<file path="src/verilog/pmh_params.svh">
// Constants for the positioner move handshake block
`ifndef PMH_PARAMS_SVH
`define PMH_PARAMS_SVH

`define PMH_CLK_HZ          100000000
`define PMH_TICK_MS         1
`define PMH_TICK_CYC        ((`PMH_CLK_HZ / 1000) * `PMH_TICK_MS)
`define PMH_PUSH_TIME_MAX   16'h270F
`define PMH_PUSH_TIME_RST   16'h00FF
`define PMH_PAUSE_PAT_MAX   3'h4

`define PMH_REG_CTRL        4'h0
`define PMH_REG_PUSH_TIME   4'h1
`define PMH_REG_IO_PAT      4'h2
`define PMH_REG_STATUS      4'h3
`define PMH_REG_TARGET      4'h4
`define PMH_REG_DONE_POS    4'h5
`define PMH_REG_ACCEL       4'h6
`define PMH_REG_DECEL       4'h7

`define PMH_CTRL_STATUS_RO  1'b1

`endif

</file>
<file path="src/verilog/pmh_pkg.sv">
// Types for the positioner move handshake block
package pmh_pkg;
    typedef enum logic [4:0] {
        PMH_IDLE    = 5'b00001,
        PMH_MOVE    = 5'b00010,
        PMH_PUSH    = 5'b00100,
        PMH_PAUSED  = 5'b01000,
        PMH_DONE    = 5'b10000
    } pmh_state_e;
    typedef logic [31:0] pmh_pos_t;
endpackage : pmh_pkg

</file>
<file path="src/verilog/pmh_push_judge.sv">
// Push-and-hold judgment up/down millisecond counter
`timescale 1ns/1ps
`include "pmh_params.svh"
module pmh_push_judge
    import pmh_pkg::*;
(
    input  wire logic        sys_clk,
    input  wire logic        rst_n,
    input  wire logic        clear,
    input  wire logic        ms_tick,
    input  wire logic        at_limit,
    input  wire logic [15:0] judge_time,
    output logic             judged,
    output logic      [15:0] count
);
    logic [15:0] count_reg;

    always_ff @(posedge sys_clk or negedge rst_n) begin
        if (!rst_n) begin
            count_reg <= 16'h0000;
        end else if (clear) begin
            count_reg <= 16'h0000;
        end else if (ms_tick) begin
            if (at_limit && count_reg < judge_time) begin
                count_reg <= count_reg + 16'h0001;
            end else if (!at_limit && count_reg != 16'h0000) begin
                count_reg <= count_reg - 16'h0001;
            end
        end
    end

    assign count  = count_reg;
    assign judged = (judge_time != 16'h0000) && (count_reg >= judge_time);

    count_up_a: assert property (@(posedge sys_clk) disable iff (!rst_n)
        !clear && ms_tick && at_limit && count_reg < judge_time
        |=> count_reg == $past(count_reg) + 16'h0001)
        else $error("judge counter did not count up");
    count_down_a: assert property (@(posedge sys_clk) disable iff (!rst_n)
        !clear && ms_tick && !at_limit && count_reg != 16'h0000
        |=> count_reg == $past(count_reg) - 16'h0001)
        else $error("judge counter did not count down");
endmodule : pmh_push_judge

</file>
<file path="src/verilog/pmh_move_handshake.sv">
// Positioner move handshake and sequencing with Avalon-MM registers
// Contract
// - Push completes after current held at limit for judgment time.
// - Judgment time programmable in 1 ms steps, max 9999, default 255.
// - Judgment counter counts up at limit, down below, keeps value.
// - Relative positioning after push uses push entry target as base.
// - Relative push after push uses push finish position as base.
// - Push reaching travel end unjudged is a miss, no complete.
// - On miss, report reached position and drop moving.
// - Start rising clears position-complete and sets moving.
// - Position-complete held off while start stays asserted.
// - Start to current position clears complete, moving stays off.
// - Moving clears in the same cycle position-complete turns on; if start is still high, complete follows when start falls.
// - Reaching soft stroke limit stops a non-push move immediately with complete.
// - New start during wide-band motion retargets with new speed.
// - Pause halts motion, only in io patterns 0 to 4.
// - Reset rising edge while paused cancels remaining movement.
//
// Chosen here: the placing of the registers and the Avalon-MM interface to the registers.
`timescale 1ns/1ps
`include "pmh_params.svh"
module pmh_move_handshake
    import pmh_pkg::*;
(
    input  wire logic        sys_clk,
    input  wire logic        rst_n,
    input  wire logic [3:0]  avs_address,
    input  wire logic        avs_read,
    input  wire logic        avs_write,
    input  wire logic [31:0] avs_writedata,
    output logic      [31:0] avs_readdata,
    output logic             avs_waitrequest,
    input  wire logic        start,
    input  wire logic        pause,
    input  wire logic        reset_in,
    input  wire logic [31:0] entry_position,
    input  wire logic        entry_incremental,
    input  wire logic        entry_push,
    input  wire logic [31:0] entry_band,
    input  wire logic [15:0] entry_speed,
    input  wire logic [15:0] entry_accel,
    input  wire logic [15:0] entry_decel,
    input  wire logic [31:0] actual_position,
    input  wire logic        current_at_limit,
    input  wire logic        travel_end,
    input  wire logic [31:0] soft_limit_lo,
    input  wire logic [31:0] soft_limit_hi,
    output logic             position_complete,
    output logic             moving,
    output logic             motion_enable,
    output logic      [31:0] motion_target,
    output logic      [15:0] motion_speed,
    output logic      [15:0] motion_accel,
    output logic      [15:0] motion_decel,
    output logic             push_active
);
    localparam int TICK_CYC = `PMH_TICK_CYC;

    pmh_state_e  state_reg;
    logic [31:0] tick_cnt_reg;
    logic        ms_tick;
    logic        start_d_reg;
    logic        reset_d_reg;
    logic        start_rise;
    logic        reset_rise;
    logic [15:0] push_time_reg;
    logic [2:0]  io_pat_reg;
    logic        last_push_reg;
    logic        last_missed_reg;
    logic [31:0] push_target_reg;
    logic [31:0] push_done_pos_reg;
    logic [31:0] base_pos;
    logic [31:0] new_target;
    logic [31:0] clip_target;
    logic [31:0] pos_diff;
    logic        in_band;
    logic        at_soft_limit;
    logic        judged;
    logic        judge_clear;
    logic        pause_ok;
    logic [15:0] judge_count;
    logic        ack_reg;
    logic [31:0] band_reg;

    // Millisecond tick
    always_ff @(posedge sys_clk or negedge rst_n) begin
        if (!rst_n) begin
            tick_cnt_reg <= 32'h0000_0000;
        end else if (tick_cnt_reg == 32'(TICK_CYC - 1)) begin
            tick_cnt_reg <= 32'h0000_0000;
        end else begin
            tick_cnt_reg <= tick_cnt_reg + 32'h0000_0001;
        end
    end
    assign ms_tick = (tick_cnt_reg == 32'(TICK_CYC - 1));

    always_ff @(posedge sys_clk or negedge rst_n) begin
        if (!rst_n) begin
            start_d_reg <= 1'b0;
            reset_d_reg <= 1'b0;
        end else begin
            start_d_reg <= start;
            reset_d_reg <= reset_in;
        end
    end
    assign start_rise = start && !start_d_reg;
    assign reset_rise = reset_in && !reset_d_reg;

    // Target computation for new moves: relative base, push bases and soft-limit clip
    always_comb begin
        base_pos = actual_position;
        if (state_reg == PMH_MOVE || state_reg == PMH_PUSH) begin
            base_pos = motion_target;
        end
        if (last_push_reg && state_reg == PMH_DONE) begin
            base_pos = entry_push ? push_done_pos_reg
                                  : push_target_reg;
        end
        new_target = entry_incremental ? base_pos + entry_position
                                       : entry_position;
        clip_target = new_target;
        if ($signed(new_target) > $signed(soft_limit_hi)) begin
            clip_target = soft_limit_hi;
        end else if ($signed(new_target) < $signed(soft_limit_lo)) begin
            clip_target = soft_limit_lo;
        end
    end

    assign pos_diff = ($signed(actual_position) >= $signed(motion_target))
                    ? actual_position - motion_target
                    : motion_target - actual_position;
    assign in_band = (pos_diff <= band_reg);
    assign at_soft_limit = (actual_position == soft_limit_hi)
                        || (actual_position == soft_limit_lo);
    assign pause_ok = (io_pat_reg <= `PMH_PAUSE_PAT_MAX);
    assign judge_clear = (state_reg != PMH_PUSH);

    pmh_push_judge u_judge (
        .sys_clk    (sys_clk),
        .rst_n      (rst_n),
        .clear      (judge_clear),
        .ms_tick    (ms_tick),
        .at_limit   (current_at_limit),
        .judge_time (push_time_reg),
        .judged     (judged),
        .count      (judge_count)
    );

    // Move sequencing
    always_ff @(posedge sys_clk or negedge rst_n) begin
        if (!rst_n) begin
            state_reg       <= PMH_IDLE;
            motion_target   <= 32'h0000_0000;
            motion_speed    <= 16'h0000;
            motion_accel    <= 16'h0000;
            motion_decel    <= 16'h0000;
            band_reg        <= 32'h0000_0000;
            push_active     <= 1'b0;
            last_push_reg   <= 1'b0;
            last_missed_reg <= 1'b0;
            push_target_reg <= 32'h0000_0000;
            push_done_pos_reg <= 32'h0000_0000;
        end else if (start_rise && state_reg != PMH_PAUSED) begin
            motion_target <= clip_target;
            motion_speed  <= entry_speed;
            motion_accel  <= entry_accel;
            motion_decel  <= entry_decel;
            band_reg      <= entry_band;
            push_active   <= entry_push;
            last_missed_reg <= 1'b0;
            if (entry_push) begin
                push_target_reg <= clip_target;
                state_reg       <= PMH_PUSH;
            end else if (clip_target == actual_position) begin
                state_reg <= PMH_DONE;
            end else begin
                state_reg <= PMH_MOVE;
            end
        end else begin
            unique case (state_reg)
                PMH_IDLE: begin
                end
                PMH_MOVE: begin
                    if (pause && pause_ok) begin
                        state_reg <= PMH_PAUSED;
                    end else if (in_band || at_soft_limit) begin
                        state_reg     <= PMH_DONE;
                        last_push_reg <= 1'b0;
                    end
                end
                PMH_PUSH: begin
                    if (pause && pause_ok) begin
                        state_reg <= PMH_PAUSED;
                    end else if (judged) begin
                        state_reg         <= PMH_DONE;
                        push_done_pos_reg <= actual_position;
                        last_push_reg     <= 1'b1;
                        push_active       <= 1'b0;
                    end else if (travel_end) begin
                        state_reg         <= PMH_DONE;
                        last_missed_reg   <= 1'b1;
                        push_done_pos_reg <= actual_position;
                        last_push_reg     <= 1'b1;
                        push_active       <= 1'b0;
                    end
                end
                PMH_PAUSED: begin
                    if (reset_rise) begin
                        state_reg   <= PMH_IDLE;
                        push_active <= 1'b0;
                    end else if (!pause) begin
                        state_reg <= push_active ? PMH_PUSH : PMH_MOVE;
                    end
                end
                PMH_DONE: begin
                end
            endcase
        end
    end

    // Handshake outputs
    assign moving = (state_reg == PMH_MOVE) || (state_reg == PMH_PUSH)
                 || (state_reg == PMH_PAUSED);
    assign position_complete = (state_reg == PMH_DONE) && !start
                            && !last_missed_reg;
    assign motion_enable = (state_reg == PMH_MOVE) || (state_reg == PMH_PUSH);

    // Avalon-MM slave: one wait cycle per access
    always_ff @(posedge sys_clk or negedge rst_n) begin
        if (!rst_n) begin
            ack_reg <= 1'b0;
        end else begin
            ack_reg <= (avs_read || avs_write) && !ack_reg;
        end
    end
    assign avs_waitrequest = (avs_read || avs_write) && !ack_reg;

    always_ff @(posedge sys_clk or negedge rst_n) begin
        if (!rst_n) begin
            push_time_reg <= `PMH_PUSH_TIME_RST;
            io_pat_reg    <= 3'h0;
        end else if (avs_write && ack_reg) begin
            if (avs_address == `PMH_REG_PUSH_TIME
                && avs_writedata[31:16] == 16'h0000
                && avs_writedata[15:0] != 16'h0000
                && avs_writedata[15:0] <= `PMH_PUSH_TIME_MAX) begin
                push_time_reg <= avs_writedata[15:0];
            end
            if (avs_address == `PMH_REG_IO_PAT) begin
                io_pat_reg <= avs_writedata[2:0];
            end
        end
    end

    always_ff @(posedge sys_clk or negedge rst_n) begin
        if (!rst_n) begin
            avs_readdata <= 32'h0000_0000;
        end else if (avs_read && !ack_reg) begin
            unique case (avs_address)
                `PMH_REG_PUSH_TIME: avs_readdata <= {16'h0000, push_time_reg};
                `PMH_REG_IO_PAT:    avs_readdata <= {29'h0, io_pat_reg};
                `PMH_REG_STATUS:    avs_readdata <= {8'h00, judge_count,
                    last_missed_reg, position_complete, moving, state_reg};
                `PMH_REG_TARGET:    avs_readdata <= motion_target;
                `PMH_REG_DONE_POS:  avs_readdata <= push_done_pos_reg;
                `PMH_REG_ACCEL:     avs_readdata <= {16'h0000, motion_accel};
                `PMH_REG_DECEL:     avs_readdata <= {16'h0000, motion_decel};
                default:            avs_readdata <= 32'h0000_0000;
            endcase
        end
    end

    start_clears_a: assert property (@(posedge sys_clk) disable iff (!rst_n)
        start |-> !position_complete)
        else $error("complete on while start high");
    exclusive_out_a: assert property (@(posedge sys_clk) disable iff (!rst_n)
        !(moving && position_complete))
        else $error("moving and complete together");
    start_moves_a: assert property (@(posedge sys_clk) disable iff (!rst_n)
        start_rise && state_reg == PMH_IDLE && !entry_push
        && clip_target != actual_position |=> moving)
        else $error("start did not set moving");
    same_pos_a: assert property (@(posedge sys_clk) disable iff (!rst_n)
        start_rise && state_reg != PMH_PAUSED && !entry_push
        && clip_target == actual_position |=> !moving)
        else $error("moving set for same position");
    miss_load_a: assert property (@(posedge sys_clk) disable iff (!rst_n)
        state_reg == PMH_PUSH && !start_rise && !pause && !judged
        && travel_end |=> !moving && !position_complete)
        else $error("missed load handled wrongly");
    band_done_a: assert property (@(posedge sys_clk) disable iff (!rst_n)
        state_reg == PMH_MOVE && !start_rise && !pause && in_band
        ##1 !start |-> position_complete)
        else $error("no complete inside band");
    pause_halt_a: assert property (@(posedge sys_clk) disable iff (!rst_n)
        state_reg == PMH_MOVE && !start_rise && pause && pause_ok
        |=> !motion_enable)
        else $error("pause did not halt");
    cancel_a: assert property (@(posedge sys_clk) disable iff (!rst_n)
        state_reg == PMH_PAUSED && reset_rise |=> state_reg == PMH_IDLE)
        else $error("reset edge did not cancel");
    push_default_a: assert property (@(posedge sys_clk)
        $rose(rst_n) |-> push_time_reg == 16'h00FF)
        else $error("push time default wrong");
    soft_stop_a: assert property (@(posedge sys_clk) disable iff (!rst_n)
        state_reg == PMH_MOVE && !start_rise && !pause && at_soft_limit
        |=> state_reg == PMH_DONE)
        else $error("no stop at soft limit");
endmodule : pmh_move_handshake

</file>
<file path="config.mk">
export PLATFORM = sky130hd
export DESIGN_NAME = pmh_move_handshake
export DESIGN_NICKNAME = d
export VERILOG_FILES = /design/src/verilog/pmh_pkg.sv /design/src/verilog/pmh_push_judge.sv /design/src/verilog/pmh_move_handshake.sv
export VERILOG_INCLUDE_DIRS = /design/src /design/src/verilog
export SDC_FILE = /design/constraint.sdc
export NUM_CORES = 1
export LEC_CHECK = 0
export BUFFER_PORTS_ARGS = -buffer_cell sky130_fd_sc_hd__buf_2
export CAP_MARGIN = 0
export CORE_ASPECT_RATIO = 1.25
export CORE_MARGIN = 10
export CORE_UTILIZATION = 40
export CTS_BUF_LIST = sky130_fd_sc_hd__clkbuf_16
export DETAILED_ROUTE_END_ITERATION = 10
export PLACE_DENSITY_LB_ADDON = 0.2
export SLEW_MARGIN = 25
export SYNTH_ARGS = -nofsm -noshare
export SYNTH_HDL_FRONTEND = slang
export SYNTH_HIERARCHICAL = 1
export SYNTH_SLANG_ARGS = --single-unit
</file>
<file path="constraint.sdc">
create_clock -name sys_clk -period 12.7 [get_ports sys_clk]
set_clock_uncertainty 0.05 [all_clocks]
set_input_delay 1.27 -clock sys_clk [delete_from_list [all_inputs] [get_ports sys_clk]]
set_output_delay 1.27 -clock sys_clk [all_outputs]
set_load 0.01 [all_outputs]
</file>
Word level (Yosys, flattened, before mapping)
Index checks and enable logic that the tools add are counted.
{"block": "classes", "addsub": 6, "magnitude_cmp": 8, "n_eq_ne": 29, "n_mux": 43, "bitwise": 2, "n_reduce_logical": 48}
{"op": "2-to-1 mux 32 bit", "count": 10}
{"op": "case mux 32 bit (7 select lines)", "count": 1}
{"op": "equality test 32 bit", "count": 3}
{"op": "2-to-1 mux 16 bit", "count": 4}
{"op": "subtractor 32 bit", "count": 2}
{"op": "2-to-1 mux 5 bit", "count": 10}
{"op": "nonzero test 16 bit", "count": 3}
{"op": "adder 32 x 1 -> 32 bit, second input constant", "count": 1}
{"op": "adder 32 bit", "count": 1}
{"op": "equality test 32 x 17 -> 1 bit, second input constant", "count": 1}
{"op": "greater-or-equal comparator 32 bit", "count": 1}
{"op": "greater-than comparator 32 bit", "count": 1}
{"op": "less-or-equal comparator 32 bit", "count": 1}
{"op": "< comparator 32 bit", "count": 1}
{"op": "adder 16 x 1 -> 16 bit, second input constant", "count": 1}
{"op": "equality test 4 x 3 -> 1 bit, second input constant", "count": 4}
{"op": "greater-or-equal comparator 16 bit", "count": 1}
{"op": "less-or-equal comparator 16 x 14 -> 1 bit, second input constant", "count": 1}
{"op": "logical AND 1 bit", "count": 16}
{"op": "logical NOT 16 bit", "count": 1}
{"op": "< comparator 16 bit", "count": 1}
{"op": "AND reduction 4 bit", "count": 4}
{"op": "subtractor 16 x 1 -> 16 bit, second input constant", "count": 1}
{"op": "case mux 5 bit (3 select lines)", "count": 1}
{"op": "25 further kinds", "count": 65}
{"block": "totals", "reg_bits": 286, "inputBits": 255, "out_inout_bits": 117, "wordCells": 155}

Depth between registers and ports, before layout
{"block": "depth", "depth_word": 13, "depth_mapped": 30, "depth_no_buf": 27}

Cells and area by module
Netlist, hierarchy kept.
{"mod": "pmh_move_handshake", "instances": 1, "cells_per_inst": 2890, "area_each_um2": 22819.4, "seq_area_each_um2": 6767.7}
{"mod": "pmh_push_judge", "instances": 1, "cells_per_inst": 241, "area_each_um2": 2014.4, "seq_area_each_um2": 400.4}

Worst setup path after synthesis
No wires, ideal clock.
{"block": "synth_path", "path_kind": "input to register", "from": "input port entry_push", "to": "register state_reg[1]", "setup_ps": 124, "arrival_time_ps": 7071, "t_required_ps": 12526, "slack_ps": 5455, "cell_stages": 27, "n_path_buf": 4, "cell_sequence": "clkbuf_1 -> clkbuf_1 -> clkbuf_1 -> a211oi_1 -> a31oi_1 -> ha_1 -> a211oi_2 -> o21ai_1 -> o2111a_1 -> o21ai_1 -> a2111oi_2 -> nor3_1 -> nor2_1 -> xnor2_1 -> ha_1 -> nand4_1 -> nor4_2 -> a22oi_1 -> a41oi_2 -> or2_1 -> buf_4 -> mux2i_1 -> o311ai_0 -> or3_1 -> nor4b_1 -> a41oi_1 -> o31a_1"}
{"block": "synth_via", "elab_chain_len": 11, "word_cells_on_any_way": 12, "cone_classes": "1 x add/sub; 2 x order compare; 1 x eq/ne; 8 x mux"}
{"item": "start: declaration", "line": "pmh_move_handshake.sv:38", "text": "input wire logic entry_push,"}
{"item": "2-to-1 mux 32 bit", "line": "pmh_move_handshake.sv:116", "text": "base_pos = entry_push ? push_done_pos_reg"}
{"item": "2-to-1 mux 32 bit", "line": "pmh_move_handshake.sv:115", "text": "if (last_push_reg && state_reg == PMH_DONE) begin"}
{"item": "adder 32 bit", "line": "pmh_move_handshake.sv:119", "text": "new_target = entry_incremental ? base_pos + entry_position"}
{"item": "2-to-1 mux 32 bit", "line": "pmh_move_handshake.sv:119"}
{"item": "< comparator 32 bit", "line": "pmh_move_handshake.sv:124", "text": "end else if ($signed(new_target) < $signed(soft_limit_lo)) begin"}
{"item": "2-to-1 mux 32 bit", "line": "pmh_move_handshake.sv:124"}
{"item": "2-to-1 mux 32 bit", "line": "pmh_move_handshake.sv:122", "text": "if ($signed(new_target) > $signed(soft_limit_hi)) begin"}
{"item": "equality test 32 bit", "line": "pmh_move_handshake.sv:174", "text": "end else if (clip_target == actual_position) begin"}
{"item": "2-to-1 mux 5 bit", "line": "pmh_move_handshake.sv:174"}
{"item": "2-to-1 mux 5 bit *", "line": "pmh_move_handshake.sv:171", "text": "if (entry_push) begin"}
{"item": "2-to-1 mux 5 bit *", "line": "pmh_move_handshake.sv:163", "text": "end else if (start_rise && state_reg != PMH_PAUSED) begin"}
{"item": "end signal: assignment", "line": "pmh_move_handshake.sv:212", "text": "state_reg <= push_active ? PMH_PUSH : PMH_MOVE;"}
{"item": "end: declaration", "line": "pmh_move_handshake.sv:59", "text": "pmh_state_e state_reg;"}
Every way passes the cells marked *; elsewhere a longest branch is shown, timed or not.
A chain may end at the register's enable or synchronous reset.

Worst setup path after layout
Ends and elaborated chain as after synthesis.

==> impl_metrics.tcl <==
set metrics [dict create \
    status "finished clean" \
    die_w_um 243 \
    min-delay-start "motion_speed[6]" \
    dr.pass1.iters 6 \
    wirelength_um 110000 \
    start_util_pct 40.2 \
    reg2reg_depth 27 \
    synth_area_um2 24800 \
    fp.dieH_um 299 \
    synth.most_common_cell "nand2_1" \
    cp.arrival_ns 9.51 \
    grt_pass1_wl_um 161000 \
    grt_pass1_vias 25000 \
    reg2reg_slack_ns 3.79 \
    clkTransAtPathRegs_ns 0.07 \
    tightest_slew_ns 1.18 \
    rr_endpoint "state_reg[1]" \
    worst_slack_ns 3.61 \
    hold_end "motion_speed[6]" \
    track_usage_pct 29.1 \
    io_buffers 371 \
    rsz0062_at_grt "false" \
    fin_crit_ns 9.09 \
    fin_util_pct 46.1 \
    cp.required_ns 13.12 \
    fillers 6397 \
    ant_nets 0 \
    ys_types 106 \
    peakVddDrop_v 0.000111 \
    dieArea_um2 72500 \
    core_um2 61800 \
    synth_fp_nets 3612 \
    cts_buffer_depth 3 \
    yosys-top-cells-count "nand2_1 (524), dfrtp_1 (277), o21ai_0 (255), inv_1 (225), ha_1 (222)" \
    finalSetupViolCount 0 \
    rr_startpoint "state_reg[1]" \
    slew_viol_final 0 \
    hold_viol_final 0 \
    overflow 0 \
    worst-setup-path-type "in2reg" \
    hp-class "reg2reg" \
    synth_area_leaders "dfrtp_1 (28%), ha_1 (11%), nand2_1 (7.9%), o21ai_0 (5.1%), a21oi_1 (4.2%)" \
    ys_warn_count 6 \
    drive_above_1_share_pct 15.9 \
    rows 102 \
    cap_viol_max_count 0 \
    antenna_found_initial 15 \
    critPathLaunchType "input port" \
    pre_cts_ws_ns 3.31 \
    via_count 25100 \
    yosys.area.top_type "dfrtp_1" \
    syn_avg_cell_area_um2 7.93 \
    synth-edff-count 0 \
    critPathMaxFanout 44 \
    max_freq_ghz 0.110 \
    cts_tree "built" \
    min_period_over_period_pct 71.6 \
    ys_seq_area_share_pct 28.9 \
    post-cts-setup-buffers 0 \
    cts_resized 0 \
    root_buffer "clkbuf_16" \
    p_total_mw 6.60 \
    dp_hpwl_um 88800 \
    synth_flop_cell "dfrtp_1" \
    cp-end-kind "flip-flop" \
    cts_max_level 2 \
    grt_start_max_net_pins 86 \
    cts_buffers 35 \
    yosys_register_bits 286 \
    powerDensity_nw_per_um2 232 \
    drt_iter0_drc 2255 \
    cts.sinks 286 \
    final_nets 3886 \
    drc 0 \
    finalSetupTns_ns 0 \
    hold_path_depth 2 \
    cts_hold_buffers 0 \
    clock_latency_ns 0.58 \
    area_delta_synth_final_pct 14.6 \
    routed_via_density 5.89 \
    power.leakage_nw 13.6 \
    synthArstFlopShare_pct 100 \
    synthCells 3131 \
    yosysTopAreaCellShare_pct 27.9 \
    relSlewSlack_pct 19.3 \
    io_pins 372 \
    place_congestion 1.04 \
    wl_per_cell_um 25.8 \
]
-- final cells by class --
type	count	area, um^2	area share (%)
Antenna cell	6	15.0	0.0528
Clock buffer	35	876	3.08
Clock inverter	28	250	0.880
Inverter	226	848	2.98
Multi-Input combinational cell	2458	16200	56.9
Sequential cell	286	7170	25.2
Tap cell	832	1040	3.66
Timing Repair Buffer	398	2070	7.29
-- metrics by stage --
step	hold slack, ns	cells	cell area, um^2
3_5_place_dp	0.406	4200	27300
3_3_place_gp	0.403	4200	27300
5_1_grt	0.437	4268	28400
2_1_floorplan	0.392	3131	24800
6_report	0.419	4269	28400
4_1_cts	0.421	4263	28400
-- cell families after synthesis --
kind of cell,Yosys count,synth area share [%]
AOI/OAI and AO/OA,924,24.3
xor gates and xnor gates,165,5.85
adders and majority gates,226,11.5
buffers and inverters,387,6.28
DFF,286,28.9
muxes,74,3.23
and+or+nand+nor,1069,20.0
-- placed cells by master, fill, tap and decap left out, types with 72 or more instances in the layout --
cell type / synthesis / layout
a21oi_1: 207 / 206
buf_2: 8 / 370
dfrtp_1: 277 / 277
ha_1: 222 / 222
inv_1: 225 / 235
nand2_1: 524 / 523
nor2_1: 156 / 152
o21ai_0: 255 / 255
xnor2_1: 92 / 92
xor2_1: 72 / 72
-- worst max-delay path, cell delays in order --
cell and delay, ns:
buf_2 0.38, buf_4 0.51, nor2b_1 0.09, a211oi_1 0.19, a31oi_1 0.10, ha_1 0.30, fa_1 0.44, a211oi_1 0.45
o21ai_2 0.15, nand3b_1 0.15, a21oi_1 0.13, a41oi_1 0.44, mux2i_1 0.15, o21ai_0 0.55, ha_1 0.22, nand4_1 0.16
nor4_2 0.41, a22oi_1 0.16, a41oi_2 0.61, or2_1 0.18, buf_4 0.39, o221a_1 0.36, o2111ai_1 0.19, or3_1 0.34
nor4b_1 0.34, a41oi_1 0.40, o31a_1 0.40
-- per-layer routing --
layer  wire, um  track usage [%]
met3       7730             5.92
met5         78                0
met1      41700             32.8
met4       7620             17.4
met2      52900             49.9
-- worst max-delay path by stage --
stage                from            to  slack, ns
4_1_cts        entry_push  state_reg[1]       3.88
3_5_place_dp   entry_push  state_reg[1]       3.31
6_report       entry_push  state_reg[1]       3.61
3_3_place_gp   entry_push  state_reg[1]       3.33
2_1_floorplan  entry_push  state_reg[1]       5.46
5_1_grt        entry_push  state_reg[1]       3.20
-- report_power, final --
part / leakage [nW] / switching (mW) / internal, mW
sequential: 3.68 / 0.340 / 1.14
combinational: 9.36 / 2.63 / 1.47
clock: 0.581 / 0.450 / 0.573
Note: power is estimated with default switching activity, not from simulation.
